<file path="src/rtl/jrx_pkg.sv">
`default_nettype none
package jrx_pkg;
  // register byte addresses
  localparam logic [11:0] ADDR_CKS     = 12'h472;
  localparam logic [11:0] ADDR_ILS     = 12'h473;
  localparam logic [11:0] ADDR_CTRL0   = 12'h475;
  localparam logic [11:0] ADDR_CTRL1   = 12'h476;
  localparam logic [11:0] ADDR_CTRL2   = 12'h477;
  localparam logic [11:0] ADDR_IRQ_ST  = 12'h480;
  localparam logic [11:0] ADDR_IRQ_MSK = 12'h481;
  // control 0 fields
  localparam int C0_SUBST_DIS  = 7;
  localparam int C0_REPL_DIS   = 6;
  localparam int C0_SOFT_RST   = 3;
  localparam int C0_FORCE_SYNC = 2;
  localparam int C0_FRM_REPL   = 0;
  localparam logic [7:0] CTRL0_RST = 8'h01;
  localparam logic [7:0] C0_WMASK  = 8'hCD;
  // control 1 fields
  localparam int C1_QUAL_RD  = 4;
  localparam int C1_DSC_OFS  = 3;
  localparam int C1_POST_CGS_BEHAVIOUR_SELECT  = 2;
  localparam int C1_ALIGNMENT_SEQUENCE_OMIT  = 1;
  localparam int C1_CKS_METH = 0;
  localparam logic [7:0] CTRL1_RST = 8'h14;
  localparam logic [7:0] C1_WMASK  = 8'h1F;
  // control 2 fields
  localparam int C2_TEST_MODE = 7;
  localparam logic [7:0] CTRL2_RST = 8'h00;
  localparam logic [7:0] C2_WMASK  = 8'h80;
  // status bit positions
  localparam int ILS_LANE0 = 0;
  localparam int CKS_LANE0 = 0;
  // interrupt events
  localparam int EV_ILS_UP    = 0;
  localparam int EV_SYNC_LOST = 1;
  localparam int EV_CKS_BAD   = 2;
  localparam int EV_DISP      = 3;
  localparam int EV_W         = 4;
  // control characters (k flag set)
  localparam logic [7:0] K_R = 8'h1C;
  localparam logic [7:0] K_A = 8'h7C;
  localparam logic [7:0] K_Q = 8'h9C;
  localparam logic [7:0] K_K = 8'hBC;
  localparam logic [7:0] K_F = 8'hFC;
  // sequence counts
  localparam logic [2:0] CGS_K_COUNT   = 3'h4;
  localparam logic [2:0] ILAS_MF_COUNT = 3'h4;
  localparam logic [3:0] CFG_LAST      = 4'hD;
  localparam logic [1:0] DSC_SKIP      = 2'h2;
  // lane state
  typedef enum logic [2:0] {
    ST_CGS  = 3'b001,
    ST_ILAS = 3'b010,
    ST_DATA = 3'b100
  } jrx_lane_st_t;
  // decoded character from the deserializer
  typedef struct packed {
    logic       valid;
    logic       is_k;
    logic       nit_err;
    logic       disp_err;
    logic [7:0] octet;
  } jrx_char_t;
  // one user octet
  typedef struct packed {
    logic       valid;
    logic [7:0] octet;
  } jrx_octet_t;
endpackage
`default_nettype wire
</file>
<file path="src/rtl/jrx_checksum.sv">
`default_nettype none
module jrx_checksum (
  // clock and reset
  input  wire logic       core_clk,
  input  wire logic       reset,
  // configuration octets
  input  wire logic       clr,
  input  wire logic       valid,
  input  wire logic [3:0] idx,
  input  wire logic [7:0] octet,
  input  wire logic       method,
  // result
  output logic            done,
  output logic            ok
);
  typedef struct packed {
    logic [7:0] sum;
    logic       done;
    logic       ok;
  } jrx_cks_state_t;

  jrx_cks_state_t s_q;  // registered state
  jrx_cks_state_t s_d;  // next state

  // sum of the separate fields packed in one octet
  function automatic logic [7:0] field_sum(input logic [3:0] i, input logic [7:0] o);
    case (i)
      4'h1:                field_sum = {4'h0, o[3:0]};
      4'h2, 4'h5:          field_sum = {3'h0, o[4:0]};
      4'h3, 4'hA:          field_sum = {7'h00, o[7]} + {3'h0, o[4:0]};
      4'h7:                field_sum = {6'h00, o[7:6]} + {3'h0, o[4:0]};
      4'h8, 4'h9:          field_sum = {5'h00, o[7:5]} + {3'h0, o[4:0]};
      4'hB, 4'hC:          field_sum = 8'h00;
      default:             field_sum = o;
    endcase
  endfunction

  // accumulate octets 0..12, compare with the last one
  always_comb begin
    s_d = s_q;
    s_d.done = 1'b0;
    if (valid && idx == jrx_pkg::CFG_LAST) begin
      s_d.done = 1'b1;
      s_d.ok   = (s_q.sum == octet);
    end else if (valid) begin
      s_d.sum = s_q.sum + (method ? octet : field_sum(idx, octet));
    end
    if (clr) begin
      s_d = '0;
    end
  end

  // state register
  always_ff @(posedge core_clk or posedge reset) begin
    if (reset) begin
      s_q <= '0;
    end else begin
      s_q <= s_d;
    end
  end

  assign done = s_q.done;
  assign ok   = s_q.ok;
endmodule
`default_nettype wire

</file>
<file path="src/rtl/jrx_descrambler.sv">
`default_nettype none
module jrx_descrambler (
  // clock and reset
  input  wire logic                core_clk,
  input  wire logic                reset,
  // control
  input  wire logic                clr,
  input  wire logic                bypass,
  // octets
  input  wire jrx_pkg::jrx_octet_t din,
  output jrx_pkg::jrx_octet_t      dout
);
  // lfsr holds the last 15 received scrambled bits
  typedef struct packed {
    logic [14:0]         sr;
    jrx_pkg::jrx_octet_t out;
  } jrx_dsc_state_t;

  jrx_dsc_state_t s_q;  // registered state
  jrx_dsc_state_t s_d;  // next state

  // self-synchronous descramble, msb first
  always_comb begin
    s_d = s_q;
    s_d.out.valid = din.valid;
    if (din.valid) begin
      for (int i = 7; i >= 0; i--) begin
        s_d.out.octet[i] = bypass ? din.octet[i] : (din.octet[i] ^ s_d.sr[13] ^ s_d.sr[14]);
        s_d.sr = {s_d.sr[13:0], din.octet[i]};
      end
    end
    if (clr) begin
      s_d = '0;
    end
  end

  // state register
  always_ff @(posedge core_clk or posedge reset) begin
    if (reset) begin
      s_q <= '0;
    end else begin
      s_q <= s_d;
    end
  end

  assign dout = s_q.out;
endmodule
`default_nettype wire

</file>
<file path="src/rtl/jrx_link_rx_control.sv">
// Operation
// - lane 0 sync flag, read only, resets 0
// - bit 7 zero substitutes end characters
// - bit 6 one disables end character replacement
// - soft reset returns receiver to power-on
// - forced request bit asserts sync request
// - replace errored frames, enabled after reset
// - table error masks concurrent disparity error
// - descrambling starts octet 2 or 0
// - mode 0 resyncs on enough disparity errors
// - mode 1 resyncs on bad follower of K
// - omission mode goes straight to data
// - checksum by fields or by octets
// - test mode repeats alignment sequence forever
//
// The address-and-strobe port was decided locally.
`default_nettype none
module jrx_link_rx_control #(
  parameter int FRAME_OCTETS = 4,  // octets per frame
  parameter int ERR_LIMIT    = 8   // disparity errors that force resync
) (
  // clock and reset
  input  wire logic                core_clk,
  input  wire logic                reset,
  // register port
  input  wire logic [11:0]         reg_addr,
  input  wire logic [7:0]          reg_wdata,
  input  wire logic                reg_wr,
  input  wire logic                reg_rd,
  output logic [7:0]               reg_rdata,
  // lane 0 decoded characters
  input  wire jrx_pkg::jrx_char_t  rx_char,
  // user data and link control
  output jrx_pkg::jrx_octet_t      user_data,
  output logic                     sync_request_out,
  output logic                     irq
);
  localparam int FO_W  = $clog2(FRAME_OCTETS + 1);  // frame position width
  localparam int ERR_W = $clog2(ERR_LIMIT + 1);     // error count width

  // refuse sizes the counters cannot hold
  if (FRAME_OCTETS < 1 || FRAME_OCTETS > 256) begin : g_fo_chk
    $error("FRAME_OCTETS out of range");
  end
  if (ERR_LIMIT < 1 || ERR_LIMIT > 255) begin : g_err_chk
    $error("ERR_LIMIT out of range");
  end

  // receiver state that soft reset clears
  typedef struct packed {
    jrx_pkg::jrx_lane_st_t st;
    logic [2:0]            k_cnt;
    logic [2:0]            mf_cnt;
    logic [ERR_W-1:0]      err_cnt;
    logic                  prev_k;
    logic                  ils;
    logic                  cks_ok;
    logic                  started;
    logic [FO_W-1:0]       frm_pos;
    logic [7:0]            last_oct;
    logic                  cfg_on;
    logic [3:0]            cfg_idx;
    logic [1:0]            dat_cnt;
    jrx_pkg::jrx_octet_t   rep;
  } jrx_lane_t;

  // whole block state
  typedef struct packed {
    logic [7:0]               ctrl0;
    logic [7:0]               ctrl1;
    logic [7:0]               ctrl2;
    logic [7:0]               rdata;
    logic [jrx_pkg::EV_W-1:0] irq_st;
    logic [jrx_pkg::EV_W-1:0] irq_msk;
    jrx_lane_t                ln;
  } jrx_rx_state_t;

  localparam jrx_lane_t LANE_RST = '{st: jrx_pkg::ST_CGS, default: '0};

  jrx_rx_state_t s_q;  // registered state
  jrx_rx_state_t s_d;  // next state

  // decoded views of the control registers
  logic subst_dis, repl_dis, soft_rst, force_sync, frm_repl;
  logic qual_rd, dsc_ofs, post_cgs_behaviour_select, alignment_sequence_omit, cks_meth, test_mode;
  assign subst_dis  = s_q.ctrl0[jrx_pkg::C0_SUBST_DIS];
  assign repl_dis   = s_q.ctrl0[jrx_pkg::C0_REPL_DIS];
  assign soft_rst   = s_q.ctrl0[jrx_pkg::C0_SOFT_RST];
  assign force_sync = s_q.ctrl0[jrx_pkg::C0_FORCE_SYNC];
  assign frm_repl   = s_q.ctrl0[jrx_pkg::C0_FRM_REPL];
  assign qual_rd    = s_q.ctrl1[jrx_pkg::C1_QUAL_RD];
  assign dsc_ofs    = s_q.ctrl1[jrx_pkg::C1_DSC_OFS];
  assign post_cgs_behaviour_select    = s_q.ctrl1[jrx_pkg::C1_POST_CGS_BEHAVIOUR_SELECT];
  assign alignment_sequence_omit    = s_q.ctrl1[jrx_pkg::C1_ALIGNMENT_SEQUENCE_OMIT];
  assign cks_meth   = s_q.ctrl1[jrx_pkg::C1_CKS_METH];
  assign test_mode  = s_q.ctrl2[jrx_pkg::C2_TEST_MODE];

  // character classes of the current input
  logic is_kk;     // code group sync character
  logic disp_q;    // disparity error after qualification
  logic char_err;  // any error on this character
  logic bad_seq;   // K followed by other than R or K
  logic frm_end;   // last octet of a frame
  logic end_char;  // A or F at a frame end
  always_comb begin
    is_kk    = rx_char.valid && rx_char.is_k && rx_char.octet == jrx_pkg::K_K;
    disp_q   = rx_char.valid && rx_char.disp_err && !(qual_rd && rx_char.nit_err);
    char_err = disp_q || (rx_char.valid && rx_char.nit_err);
    bad_seq  = s_q.ln.prev_k && rx_char.valid
               && !(rx_char.is_k && (rx_char.octet == jrx_pkg::K_R || is_kk));
    frm_end  = s_q.ln.frm_pos == FO_W'(FRAME_OCTETS - 1);
    end_char = rx_char.is_k && frm_end
               && (rx_char.octet == jrx_pkg::K_A || rx_char.octet == jrx_pkg::K_F);
  end

  // checksum engine result
  logic cks_done, cks_ok;
  logic cfg_vld;  // a configuration octet this cycle
  assign cfg_vld = s_q.ln.cfg_on && rx_char.valid && !rx_char.is_k;

  // descrambler bypass
  logic dsc_bypass;  // count runs one ahead of the replace stage, hence <=
  assign dsc_bypass = dsc_ofs && s_q.ln.dat_cnt <= jrx_pkg::DSC_SKIP;

  jrx_checksum u_cks (
    .core_clk (core_clk),
    .reset    (reset),
    .clr      (soft_rst || !s_q.ln.cfg_on),
    .valid    (cfg_vld),
    .idx      (s_q.ln.cfg_idx),
    .octet    (rx_char.octet),
    .method   (cks_meth),
    .done     (cks_done),
    .ok       (cks_ok)
  );

  jrx_descrambler u_dsc (
    .core_clk (core_clk),
    .reset    (reset),
    .clr      (soft_rst || s_q.ln.st != jrx_pkg::ST_DATA),
    .bypass   (dsc_bypass),
    .din      (s_q.ln.rep),
    .dout     (user_data)
  );

  // next-state logic: registers, lane sequence, events
  logic [jrx_pkg::EV_W-1:0] ev;  // events this cycle
  always_comb begin
    s_d = s_q;
    ev  = '0;
    s_d.ln.rep.valid = 1'b0;

    // register writes, reserved bits stay zero
    if (reg_wr) begin
      case (reg_addr)
        jrx_pkg::ADDR_CTRL0:   s_d.ctrl0 = reg_wdata & jrx_pkg::C0_WMASK;
        jrx_pkg::ADDR_CTRL1:   s_d.ctrl1 = reg_wdata & jrx_pkg::C1_WMASK;
        jrx_pkg::ADDR_CTRL2:   s_d.ctrl2 = reg_wdata & jrx_pkg::C2_WMASK;
        jrx_pkg::ADDR_IRQ_MSK: s_d.irq_msk = reg_wdata[jrx_pkg::EV_W-1:0];
        default: ;
      endcase
    end

    // read data stands in the following cycle only
    s_d.rdata = 8'h00;
    if (reg_rd) begin
      case (reg_addr)
        jrx_pkg::ADDR_CKS:     s_d.rdata = {7'h00, s_q.ln.cks_ok};
        jrx_pkg::ADDR_ILS:     s_d.rdata = {7'h00, s_q.ln.ils};
        jrx_pkg::ADDR_CTRL0:   s_d.rdata = s_q.ctrl0;
        jrx_pkg::ADDR_CTRL1:   s_d.rdata = s_q.ctrl1;
        jrx_pkg::ADDR_CTRL2:   s_d.rdata = s_q.ctrl2;
        jrx_pkg::ADDR_IRQ_ST:  s_d.rdata = {4'h0, s_q.irq_st};
        jrx_pkg::ADDR_IRQ_MSK: s_d.rdata = {4'h0, s_q.irq_msk};
        default:               s_d.rdata = 8'h00;
      endcase
    end

    // remember a /K/ for the follower check
    if (rx_char.valid) begin
      s_d.ln.prev_k = is_kk;
    end

    case (s_q.ln.st)
      // count consecutive /K/ for code group sync
      jrx_pkg::ST_CGS: begin
        if (rx_char.valid) begin
          s_d.ln.k_cnt = is_kk ? s_q.ln.k_cnt + 3'h1 : 3'h0;
        end
        if (is_kk && s_q.ln.k_cnt == jrx_pkg::CGS_K_COUNT - 3'h1) begin
          s_d.ln.k_cnt   = 3'h0;
          s_d.ln.err_cnt = '0;
          s_d.ln.mf_cnt  = 3'h0;
          s_d.ln.st = alignment_sequence_omit ? jrx_pkg::ST_DATA : jrx_pkg::ST_ILAS;
        end
      end
      // alignment sequence: config after /Q/, ends on the last /A/
      jrx_pkg::ST_ILAS: begin
        if (rx_char.valid && rx_char.is_k && rx_char.octet == jrx_pkg::K_Q) begin
          s_d.ln.cfg_on  = 1'b1;
          s_d.ln.cfg_idx = 4'h0;
        end else if (cfg_vld) begin
          s_d.ln.cfg_idx = s_q.ln.cfg_idx + 4'h1;
          s_d.ln.cfg_on  = s_q.ln.cfg_idx != jrx_pkg::CFG_LAST;
        end
        if (rx_char.valid && rx_char.is_k && rx_char.octet == jrx_pkg::K_A) begin
          s_d.ln.mf_cnt = s_q.ln.mf_cnt + 3'h1;
          if (s_q.ln.mf_cnt == jrx_pkg::ILAS_MF_COUNT - 3'h1) begin
            s_d.ln.mf_cnt = 3'h0;
            if (!test_mode) begin
              s_d.ln.st  = jrx_pkg::ST_DATA;
              s_d.ln.ils = 1'b1;
              ev[jrx_pkg::EV_ILS_UP] = 1'b1;
            end
          end
        end
      end
      // user data: replacement stage feeding the descrambler
      jrx_pkg::ST_DATA: begin
        if (rx_char.valid && (s_q.ln.started || !is_kk)) begin
          s_d.ln.started   = 1'b1;
          s_d.ln.rep.valid = 1'b1;
          s_d.ln.rep.octet = rx_char.octet;
          if (char_err && frm_repl) begin
            s_d.ln.rep.octet = s_q.ln.last_oct;
          end else if (end_char && !subst_dis && !repl_dis) begin
            s_d.ln.rep.octet = s_q.ln.last_oct;
          end
          s_d.ln.last_oct = s_d.ln.rep.octet;
          s_d.ln.frm_pos  = frm_end ? '0 : s_q.ln.frm_pos + FO_W'(1);
          if (s_q.ln.dat_cnt <= jrx_pkg::DSC_SKIP) begin
            s_d.ln.dat_cnt = s_q.ln.dat_cnt + 2'h1;
          end
        end
      end
      default: s_d.ln = LANE_RST;
    endcase

    // checksum result latched per alignment sequence
    if (cks_done) begin
      s_d.ln.cks_ok = cks_ok;
      ev[jrx_pkg::EV_CKS_BAD] = !cks_ok;
    end

    // disparity errors counted only in standard mode
    ev[jrx_pkg::EV_DISP] = disp_q;
    if (s_q.ln.st != jrx_pkg::ST_CGS && !post_cgs_behaviour_select && disp_q) begin
      s_d.ln.err_cnt = s_q.ln.err_cnt + ERR_W'(1);
    end

    // loss of lane sync sends the lane back to code group sync
    if (s_q.ln.st != jrx_pkg::ST_CGS) begin
      if ((post_cgs_behaviour_select && bad_seq)
          || (!post_cgs_behaviour_select && s_d.ln.err_cnt == ERR_W'(ERR_LIMIT))) begin
        s_d.ln = LANE_RST;
        ev[jrx_pkg::EV_SYNC_LOST] = 1'b1;
      end
    end

    // soft reset holds the lane, checksum and descrambler at power-on values; control, interrupt status and mask registers keep theirs
    if (soft_rst) begin
      s_d.ln = LANE_RST;
      ev = '0;
    end

    // sticky status: a read clears, a new event wins
    if (reg_rd && reg_addr == jrx_pkg::ADDR_IRQ_ST) begin
      s_d.irq_st = ev;
    end else begin
      s_d.irq_st = s_q.irq_st | ev;
    end
  end

  // state register
  always_ff @(posedge core_clk or posedge reset) begin
    if (reset) begin
      s_q.ctrl0   <= jrx_pkg::CTRL0_RST;
      s_q.ctrl1   <= jrx_pkg::CTRL1_RST;
      s_q.ctrl2   <= jrx_pkg::CTRL2_RST;
      s_q.rdata   <= 8'h00;
      s_q.irq_st  <= '0;
      s_q.irq_msk <= '0;
      s_q.ln      <= LANE_RST;
    end else begin
      s_q <= s_d;
    end
  end

  // outputs; request is a level, any cause holds it
  assign reg_rdata        = s_q.rdata;
  assign sync_request_out = force_sync || s_q.ln.st == jrx_pkg::ST_CGS;
  assign irq              = |(s_q.irq_st & s_q.irq_msk);

  // forced request always reaches the pin
  force_sync_a: assert property (@(posedge core_clk) disable iff (reset)
    force_sync |-> sync_request_out)
    else $error("forced sync request not on output");

  // flag only while the lane carries data
  ils_state_a: assert property (@(posedge core_clk) disable iff (reset)
    s_q.ln.ils |-> s_q.ln.st == jrx_pkg::ST_DATA && !alignment_sequence_omit)
    else $error("lane sync flag set outside data");

  // soft reset clears the lane within one edge
  soft_reset_a: assert property (@(posedge core_clk) disable iff (reset)
    soft_rst |=> (!s_q.ln.ils && s_q.ln.st == jrx_pkg::ST_CGS && !user_data.valid) [*2])
    else $error("soft reset did not clear receiver");

  // substitution disable (bit 7) keeps end characters as received
  end_subst_a: assert property (@(posedge core_clk) disable iff (reset)
    s_q.ln.st == jrx_pkg::ST_DATA && s_q.ln.started && rx_char.valid && end_char
    && subst_dis && !char_err && !soft_rst && !(post_cgs_behaviour_select && bad_seq)
    |=> s_q.ln.rep.octet == $past(rx_char.octet))
    else $error("end character substituted while disabled");

  end_repl_a: assert property (@(posedge core_clk) disable iff (reset)
    s_q.ln.st == jrx_pkg::ST_DATA && s_q.ln.started && rx_char.valid && end_char
    && !subst_dis && !repl_dis && !char_err && !soft_rst && !(post_cgs_behaviour_select && bad_seq)
    |=> s_q.ln.rep.octet == $past(s_q.ln.last_oct))
    else $error("end character not replaced");

  // errored octet repeats the previous good octet
  frame_repl_a: assert property (@(posedge core_clk) disable iff (reset)
    s_q.ln.st == jrx_pkg::ST_DATA && s_q.ln.started && char_err && frm_repl
    && !soft_rst && !(post_cgs_behaviour_select && bad_seq) && s_q.ln.err_cnt < ERR_W'(ERR_LIMIT - 1)
    |=> s_q.ln.rep.valid && s_q.ln.rep.octet == $past(s_q.ln.last_oct))
    else $error("errored octet passed through");

  // qualified disparity error leaves the count alone
  disp_qual_a: assert property (@(posedge core_clk) disable iff (reset)
    qual_rd && rx_char.valid && rx_char.nit_err && !soft_rst
    && s_q.ln.st == jrx_pkg::ST_DATA |=> $stable(s_q.ln.err_cnt) || s_q.ln.err_cnt == '0)
    else $error("masked disparity error counted");

  // bad follower of /K/ forces resync next edge
  k_follow_a: assert property (@(posedge core_clk) disable iff (reset)
    post_cgs_behaviour_select && bad_seq && s_q.ln.st != jrx_pkg::ST_CGS
    |=> s_q.ln.st == jrx_pkg::ST_CGS && sync_request_out)
    else $error("bad follower did not resync");

  // omission mode never enters the alignment state
  alignment_sequence_omit_a: assert property (@(posedge core_clk) disable iff (reset)
    alignment_sequence_omit && s_q.ln.st == jrx_pkg::ST_CGS ##1 s_q.ln.st != jrx_pkg::ST_CGS
    |-> s_q.ln.st == jrx_pkg::ST_DATA)
    else $error("alignment sequence entered in omission mode");

  // test mode keeps repeating the alignment sequence
  test_mode_a: assert property (@(posedge core_clk) disable iff (reset)
    test_mode && s_q.ln.st == jrx_pkg::ST_ILAS |=> s_q.ln.st != jrx_pkg::ST_DATA)
    else $error("test mode left alignment sequence");
endmodule
`default_nettype wire

</file>
<file path="config.mk">
export PLATFORM = sky130hd
export DESIGN_NAME = jrx_link_rx_control
export DESIGN_NICKNAME = d
export VERILOG_FILES = /design/src/rtl/jrx_pkg.sv /design/src/rtl/jrx_checksum.sv /design/src/rtl/jrx_descrambler.sv /design/src/rtl/jrx_link_rx_control.sv
export SDC_FILE = /design/constraint.sdc
export NUM_CORES = 1
export LEC_CHECK = 0
export ABC_CLOCK_PERIOD_IN_PS = 3760
export BUFFER_PORTS_ARGS = -buffer_cell sky130_fd_sc_hd__buf_2
export CAP_MARGIN = 15
export CORE_AREA = 5 5 128 130
export DETAILED_ROUTE_END_ITERATION = 12
export DIE_AREA = 0 0 133 135
export SYNTH_ARGS = -nofsm -noshare
export SYNTH_HDL_FRONTEND = slang
export SYNTH_HIERARCHICAL = 1
export SYNTH_SLANG_ARGS = --single-unit
</file>
<file path="constraint.sdc">
create_clock -name core_clk -period 3.76 [get_ports core_clk]
set_input_delay 1.128 -clock core_clk [delete_from_list [all_inputs] [get_ports core_clk]]
set_output_delay 1.128 -clock core_clk [all_outputs]
set_load 0.02 [all_outputs]
</file>
# Word level (Yosys, flattened, before mapping)
# Index checks and enable logic that the tools add are counted.
[op_classes]
add_sub_neg = 10
n_mul = 0
div_mod_pow = 0
magnitude_cmp = 1
n_eq_ne = 35
n_shift = 0
muxes = 66
n_bitwise = 18
n_reduce_logical = 61
[op_table]
columns = ["op", "n"]
rows = [
  ["$mux 44", 3],
  ["$eq 12x11->1 const B", 7],
  ["$mux 8", 9],
  ["$pmux 8 s7", 1],
  ["$pmux 8 s6", 1],
  ["$eq 4x4->1 const B", 7],
  ["$logic_and 1x1->1", 27],
  ["$mux 3", 9],
  ["$eq 8x8->1 const B", 3],
  ["$mux 24", 1],
  ["$pmux 12 s2", 1],
  ["$mux 1", 22],
  ["$pmux 11 s2", 1],
  ["$pmux 3 s3", 2],
  ["$xor 1x1->1", 16],
  ["$mux 15", 1],
  ["$reduce_or 2->1", 7],
  ["$mux 13", 1],
  ["$eq 3x2->1 const B", 4],
  ["$mux 12", 1],
  ["$mux 4", 3],
  ["$mux 11", 1],
  ["$mux 10", 1],
  ["$mux 5", 2],
  ["33 further kinds", 60],
]
[word_totals]
register_bits = 105
latch_bits = 0
ram_bits = 0
rom_bits = 0
in_bits = 36
out_inout_bits = 19
wordCells = 218
mem_count = 0

# Longest topological paths before layout
# Gate-level depths: netlist (run 1).
[logic_depth]
word_depth = 15
mapped_depth = 17

# Hierarchy
# The synthesis (run 1) kept the hierarchy.
[by_module_without_submodules]
columns = ["module", "n_inst", "cells_each", "area_per_inst_um2", "seq_area_each_um2"]
rows = [
  ["jrx_link_rx_control", 1, 395, 3968.8, 1756.7],
  ["jrx_descrambler", 1, 112, 1176.1, 600.6],
  ["jrx_checksum", 1, 143, 1158.6, 250.2],
]

# Worst setup path before layout (run 1)
# OpenSTA, ideal clock, no wires.
[synth_path]
path_kind = "in2reg"
from = "in rx_char[7] (netlist bit)"
to = "reg u_cks/s_q[9] (netlist bit)"
setup_ps = 128
arrival_ps = 3539
required_time_ps = 3632
setup_slack_ps = 93
path_stages = 15
path_buffers = 0
cell_sequence = "a21oi_1 > o31ai_1 > ha_1 > fa_1 > a21oi_1 > nor2_1 > o21ai_0 > o21ai_0 > o21ai_0 > ha_1 > a21o_1 > nand3_1 > and3b_1 > mux2i_1 > mux2_1"
[synth_between]
elab_chain_len = 9
elab_cells_between_ends = 11
cone_classes = "add/sub: 4; mux: 7"
[synth_lines]
columns = ["item", "line", "rtl"]
rows = [
  ["start, declared", "jrx_link_rx_control.sv:32", "input wire jrx_pkg::jrx_char_t rx_char,"],
  ["$add 1x5->6 (tied with other cells)", "jrx_checksum.sv:30", "4'h3, 4'hA: field_sum = {7'h00, o[7]} + {3'h0, o[4:0]};"],
  ["$pmux 8 s6", "jrx_checksum.sv:27", "case (i)"],
  ["$mux 8", "jrx_checksum.sv:45", "end else if (valid) begin"],
  ["$mux 8", "jrx_checksum.sv:42", "if (valid && idx == jrx_pkg::CFG_LAST) begin"],
  ["$mux 8 (*)", "jrx_checksum.sv:46", "s_d.sum = s_q.sum + (method ? octet : field_sum(idx, octet));"],
  ["$add 8x8->8 (*)", "jrx_checksum.sv:46", ""],
  ["$mux 8 (*)", "jrx_checksum.sv:45", ""],
  ["$mux 8 (*)", "jrx_checksum.sv:42", ""],
  ["$mux 10 (*)", "jrx_checksum.sv:48", "if (clr) begin"],
  ["end signal, assigned", "jrx_checksum.sv:56", "s_q <= '0;"],
  ["end signal, assigned", "jrx_checksum.sv:58", "s_q <= s_d;"],
  ["end, declared", "jrx_checksum.sv:22", "jrx_cks_state_t s_q;"],
]
# Every way passes the cells marked *; elsewhere a longest branch is shown, timed or not. The select of a mux whose other input is x is not followed.
# A chain may end at the register's enable or synchronous reset.

# Worst setup path in the final report (run 1)
# Ends and elaborated chain as after synthesis.

==> results of run 1 <==
[tightest hold or removal path: stages (launching register included)]
cell     delay [ns]
dfrtp_1        0.38
o21ai_0        0.07
nor2_1         0.04
[synthesized netlist by cell type (3+ instances only)]
cell type and instances:
dfrtp_1 100, nor2_1 83, nand2_1 38, a21oi_1 35
mux2_2 26, a22oi_1 21, o21ai_0 21, buf_4 19
inv_1 18, mux2i_1 18, nor3_1 18, ha_1 17
clkbuf_1 14, xor2_1 13, or3_1 11, nor2b_1 10
xnor2_1 10, and2_1 9, nor3_2 9, nor4_1 9
a311oi_1 8, nand3_1 8, and3_1 7, buf_2 7
nand3b_1 7, a21o_1 6, nand2b_1 6, nor3b_1 6
buf_6 5, nand4_1 5, o31ai_1 5, a22o_1 4
a31oi_1 4, dfstp_2 4, o22ai_1 4, a211oi_1 3
and3b_1 3, nand4b_1 3, o211ai_1 3, o21a_1 3
or4_1 3
[cells by family after synthesis]
family	after synthesis
flip-flops	104
AO/OA/AOI/OAI	146
other	1
XOR/XNOR	23
multiplexers	45
AND/OR/NAND/NOR	247
buffers and inverters	65
adder cells (fa/ha/maj)	19
[cell type report]
type	instances	area [um2]	share of cell area [%]
Clock buffer	10	229.0	3.239
Clock inverter	6	78.83	1.115
Inverter	18	67.56	0.9558
Tap cell	188	235.2	3.327
Multi-Input combinational cell	481	3343	47.29
Sequential cell	104	2608	36.88
Timing Repair Buffer	83	508.0	7.186
[report_power, final]
group          leakage (nW)  internal [mW]  total (mW)  switching [mW]
logic                  1.63          0.131       0.401           0.270
clock network         0.142          0.526       0.967           0.441
registers              1.43           1.14        1.16          0.0249
[sequential cells by signal, summed over array words and instances, names as in the netlist]
name                       count
s_q                           55
u_dsc/s_q                     15
u_dsc/dout                     9
u_cks/s_q                      8
reg_rdata                      7
alignment_sequence_omit        1
cks_meth                       1
dsc_ofs                        1
force_sync                     1
frm_repl                       1
post_cgs_behaviour_select      1
qual_rd                        1
repl_dis                       1
u_cks/done                     1
u_cks/ok                       1
[worst paths after layout]
path,to,slack [ns],cells after the start
worst min-delay path,s_q[26]$_DFF_PP0_,0.53,2
worst min register to register,s_q[26]$_DFF_PP0_,0.53,2
max in group asynchronous,qual_rd$_DFFE_PP1P_,2.20,3
min in group asynchronous,u_cks/s_q[3]$_DFFE_PP0P_,0.80,2
worst max register to register,u_cks/s_q[9]$_DFFE_PP0P_,0.37,17
worst max-delay path,u_cks/s_q[9]$_DFFE_PP0P_,0.20,16
[routing by layer]
metal | vias to the layer above | share of wire [%] | GRT usage [%]
met5 | - | 0 | 0
met4 | 0 | 1.3 | 4.042
met3 | 19 | 4.7 | 3.577
met2 | 130 | 48 | 28.24
met1 | 2397 | 46 | 23.56
li1 | 2444 | - | -
[metrics by stage]
stage          setup WS [ns]  hold slack [ns]
3_5_place_dp         -0.2617           0.5071
3_3_place_gp         -0.2181           0.4993
2_1_floorplan        0.09317           0.4674
6_report              0.2003           0.5268
5_1_grt             0.005139           0.5456
4_1_cts               0.1015           0.5244
[what timing repair did]
item	CTS	global route
hold buffers	0	0
setup endpoints to repair	0	1
resized for setup	0	7
setup buffers	0	1
==> out/qor.txt, run 1 <==
Status: complete, no violations
Pin count of the biggest net entering global routing: 47
Adder-cell share of the synthesized area: 4.010%
Relative slew slack: 39.91%
Routed via count: 4990
Vias per Instance: 5.607
Starting Density: 41.93%
Yosys reg bits: 104
Syn Nets: 705
CTS Sinks: 104
RSZ-0062 raised after global routing: no
Cell row count: 45
Synth top area cells: dfrtp_1 40%, nor2_1 4.9%, mux2_2 4.6%
Largest area contributor in the netlist: dfrtp_1
I/O pins: 55
Leak pwr: 3.203 nW
Placed instance area: 6741 um2
Total Wirelength: 15010 um
VDD IR-drop max: 0.0002177 V
Clock Tree Root: clkbuf_16
Netlist Area Pre-Place: 6304 um2
Die width: 133 um
Vias in the first global route: 4977
Final instance area: 7069 um2
Cell family with most CP delay: compound AO/OA/AOI/OAI gates
First-pass iteration count of the detailed router: 7
Most common cell after layout, fill and taps aside: dfrtp_1
Grt ovf: 0
Compound-Gate Fraction of Synth Area: 16.59%
Final Non-Filler Cells: 890
Critical path fanouts, max: 5
Setup TNS: 0 ns
Final Cycle Share: 94.67%
Layout cells sized above 1: 22.08%
Most frequent cells in the layout: 100 x dfrtp_1, 83 x nor2_1, 51 x buf_2
Post-Route Utilization: 47.02%
Register area share after synthesis: 41.37%
Final nets: 752
Post-synth EDFFs: 0
Crit path time final: 3.560 ns
Final Max Slew Viols: 0
Worst hold path startpoint: s_q[26]$_DFF_PP0_
CTS tree: done
Top cell type's share of synthesized area: 39.70%
Clock Skew: 0.006436 ns
Simple-Gate Fraction of Synth Area: 21.34%
Yosys warns: 6
Die Area: 17960 um2
Buf+Inv Stages, Crit Path: 1
Placed instance count: 873
Port bufs: 52
Core area: 15030 um2
Yosys cell types: 80
Worst Setup Start Kind: input pin
Slew at the pin closest to its max-slew limit: 0.9003 ns
Max Root-Sink Buffers: 2
Clk_lat worst skew: 0.35 ns
Routed wire per std cell: 16.87 um
CP endpoint kind: register
Mux cell area share after synthesis: 7.682%
Main flop type after synthesis: dfrtp_1
Final Setup Violations: 0
Setup CP Type: input pin to register
Initial antenna violation count: 0
Slowest stage cell on the critical path: fa_2
Final HPWL DP: 11210 um
Starting DRT DRC Count: 280
Gr usage total: 17.25%
Worst endpoint required time: 4.00 ns
Max_cap viols: 0
Area delta synth->final: 12.15%
Critical Path Start: rx_char[7]
Post-Synthesis Cells: 650
Crit path DAT: 3.80 ns
Fmax: 0.2809 GHz
Slowest Stage Delay on Critical Path: 0.35 ns
Pwr Total: 2.531 mW
Pwr/cell area: 358.0 nW/um2
Critical path's most frequent cell: o21ai_1
Largest family of logic cells by synthesized area: simple AND/OR/NAND/NOR gates
GP Congestion: 0.8965
Ant diodes: 0
First-pass GRT wire length: 25410 um
Syn_area_per_cell: 9.698 um2
Remaining DRCs: 0
Ys async rst share: 100.0%
Total CTS buffers: 9
Fillers: 1453
Hold Violations, Final: 0
R2r startpoint: s_q[14]$_DFF_PP0_
# H-tree levels: 3
Worst-path cell chain: buf_4 > a21oi_1 > o31ai_2 > ha_2 > fa_2 > a21oi_1 > nor2_1 > o21ai_1 > o21ai_1 > o21ai_1 > ha_1 > a21o_1 > nand3_1 > and3b_1 > mux2i_1 > mux2_1
Xor/xnor share of the synthesized area: 3.196%
Antenna Nets Post-Route: 0
Die Y: 135 um
Hold WC Path Type: register to register
Clock-pin slew on the worst setup and hold paths: 0.07 ns
No activity file was read; power rests on OpenSTA's default activity.
==> run 2, diff against run 1 <==
--- a/config.mk
+++ b/config.mk
@@ -11,6 +11,9 @@
 export CORE_AREA = 5 5 128 130
 export DETAILED_ROUTE_END_ITERATION = 12
 export DIE_AREA = 0 0 133 135
+export PLACE_DENSITY = 0.57
+export REMOVE_ABC_BUFFERS = 1
+export SKIP_CTS_REPAIR_TIMING = 1
 export SYNTH_ARGS = -nofsm -noshare
 export SYNTH_HDL_FRONTEND = slang
 export SYNTH_HIERARCHICAL = 1
==> out/qor.txt, run 2 (synthesized netlist as in run 1, its figures left out) <==
Multi-input logic area: 3356 um2 (was 3343 um2)
Area delta synth->final: 12.19% (was 12.15%)
Clk_lat worst skew: 0.35 ns (about the same)
Clock Tree Root: clkbuf_16 (unchanged)
Total CTS buffers: 9 (unchanged)
I/O pins: 55 (unchanged)
Fmax: 0.2747 GHz (was 0.2809 GHz)
Critical path's most frequent cell: o21ai_1 (unchanged)
Die width: 133 um (unchanged)
Clock Skew: 0.009086 ns (was 0.006436 ns)
Placed instance area: 6726 um2 (was 6741 um2)
Max Root-Sink Buffers: 2 (unchanged)
Final instance area: 7072 um2 (was 7069 um2)
Worst Setup Start Kind: input pin (unchanged)
Final Cycle Share: 96.83% (was 94.67%)
Hold WC Path Type: register to register (unchanged)
Setup CP Type: input pin to register (unchanged)
Port bufs: 52 (unchanged)
Register area: 2608 um2 (unchanged)
Cell row count: 45 (unchanged)
Core area: 15030 um2 (unchanged)
Critical path fanouts, max: 5 (unchanged)
Routed wire per std cell: 17.10 um (was 16.87 um)
RSZ-0062 raised after global routing: yes (was no)
Max_cap viols: 0 (unchanged)
GP Congestion: 0.8699 (was 0.8965)
Worst slack at placement: -0.3801 ns (was -0.2617 ns)
Final Max Slew Viols: 0 (unchanged)
Crit path DAT: 3.88 ns (was 3.80 ns)
Routed via count: 5059 (was 4990)
Slowest Stage Delay on Critical Path: 0.34 ns (was 0.35 ns)
First-pass GRT wire length: 25140 um (was 25410 um)
Antenna Nets Post-Route: 0 (unchanged)
Largest register FFs: 55 (unchanged)
# H-tree levels: 3 (unchanged)
Initial antenna violation count: 0 (unchanged)
Fin worst setup slack: 0.1190 ns (was 0.2003 ns)
Remaining DRCs: 0 (unchanged)
Relative slew slack: 33.87% (was 39.91%)
Pin count of the biggest net entering global routing: 42 (was 47)
Pwr/cell area: 363.9 nW/um2 (was 358.0 nW/um2)
First-pass iteration count of the detailed router: 5 (was 7)
Die Area: 17960 um2 (unchanged)
Ant diodes: 0 (unchanged)
Starting Density: 41.93% (unchanged)
Total Wirelength: 15190 um (was 15010 um)
Slowest stage cell on the critical path: ha_1 (was fa_2)
Worst-path cell chain: buf_2 > nor2_2 > o31ai_2 > ha_2 > fa_2 > a21oi_2 > nor2_1 > o21ai_1 > o21ai_1 > o21ai_1 > ha_1 > a21o_1 > nand3_1 > and3b_1 > mux2i_1 > mux2_1 (was buf_4 > a21oi_1 > o31ai_2 > ha_2 > fa_2 > a21oi_1 > nor2_1 > o21ai_1 > o21ai_1 > o21ai_1 > ha_1 > a21o_1 > nand3_1 > and3b_1 > mux2i_1 > mux2_1)
Slew at the pin closest to its max-slew limit: 0.9919 ns (was 0.9003 ns)
Fillers: 1420 (was 1453)
Largest Register: s_q (unchanged)
Final nets: 750 (was 752)
Status: complete, no violations (unchanged)
Crit path time final: 3.641 ns (was 3.560 ns)
Vias in the first global route: 4868 (was 4977)
Leak pwr: 3.205 nW (was 3.203 nW)
Gr usage total: 17.27% (was 17.25%)
Worst endpoint required time: 4.00 ns (about the same)
CP endpoint kind: register (unchanged)
Final Setup Violations: 0 (unchanged)
Most common cell after layout, fill and taps aside: dfrtp_1 (unchanged)
Starting DRT DRC Count: 325 (was 280)
Die Y: 135 um (unchanged)
Vias per Instance: 5.697 (was 5.607)
Layout cells sized above 1: 22.29% (was 22.08%)
Buf+Inv Stages, Crit Path: 1 (unchanged)
Clock-pin slew on the worst setup and hold paths: 0.07 ns (about the same)
CTS tree: done (unchanged)
VDD IR-drop max: 0.0002240 V (was 0.0002177 V)
Hold Violations, Final: 0 (unchanged)
Grt ovf: 0 (unchanged)
Most frequent cells in the layout: 100 x dfrtp_1, 81 x nor2_1, 52 x buf_2 (was 100 x dfrtp_1, 83 x nor2_1, 51 x buf_2)
CTS Sinks: 104 (unchanged)
Final HPWL DP: 11220 um (was 11210 um)
Cell family with most CP delay: adder cells (was compound AO/OA/AOI/OAI gates)
## run 2: cell types whose count changed in the layout (fill, tap and decap cells not counted), sizes merged
| cell | change |
|---|---|
| bufinv | +1 |
| clkinvlp | -2 |
| clkbuf | +1 |
| buf | -2 |
## run 2: worst paths after layout
| kind | slack [ns] | startpoint | depth (start not counted) | to |
|---|---|---|---|---|
| setup / recovery | 0.12 | rx_char[7] | 16 | u_cks/s_q[9]$_DFFE_PP0P_ |
| hold reg to reg | 0.52 | s_q[27]$_DFF_PP0_ | 2 | s_q[27]$_DFF_PP0_ |
| max in group asynchronous | 2.13 | reset | 3 | qual_rd$_DFFE_PP1P_ |
| min in group asynchronous | 0.81 | reset | 2 | u_cks/s_q[8]$_DFFE_PP0P_ |
| setup reg to reg | 0.32 | s_q[12]$_DFF_PP0_ | 16 | u_cks/s_q[9]$_DFFE_PP0P_ |
| hold / removal | 0.52 | s_q[27]$_DFF_PP0_ | 2 | s_q[27]$_DFF_PP0_ |
## run 2: per-stage QoR
step	util (%)	setup TNS, ns	power (mW)	hold WS [ns]	instances
6_report	47.04	0	2.574	0.5173	888
5_1_grt	47.04	-0.04756	2.700	0.5555	888
4_1_cts	46.84	-0.008229	2.609	0.5170	887
3_5_place_dp	44.74	-0.7969	1.585	0.4959	871
3_3_place_gp	44.74	-0.4937	1.573	0.4868	871
2_1_floorplan	-	0	1.437	0.4674	603
## run 2: metal layers
metal / track usage, % / vias up / wire length [um]
li1: - / 2438 / -
met1: 23.87 / 2472 / 7307
met2: 26.92 / 124 / 6912
met3: 3.055 / 25 / 603
met4: 6.986 / 0 / 365
met5: 0 / - / 0
## run 2: worst min-delay path, cell delays in order, from the launching register on
cell and delay, ns:
dfrtp_1 0.35, nor2_1 0.05, nor2_1 0.08
## run 2: cell type report
type	instances	share of cell area, %
inverter	18	0.9554
tap	188	3.326
sequential	104	36.87
timing repair buffer	81	6.936
multi-input combinational	481	47.45
clock inverter	5	1.168
clock buffer	11	3.291
## run 2: power by group
part / switching (mW) / internal [mW]
combinational: 0.275 / 0.130
clock: 0.419 / 0.587
sequential: 0.0247 / 1.14
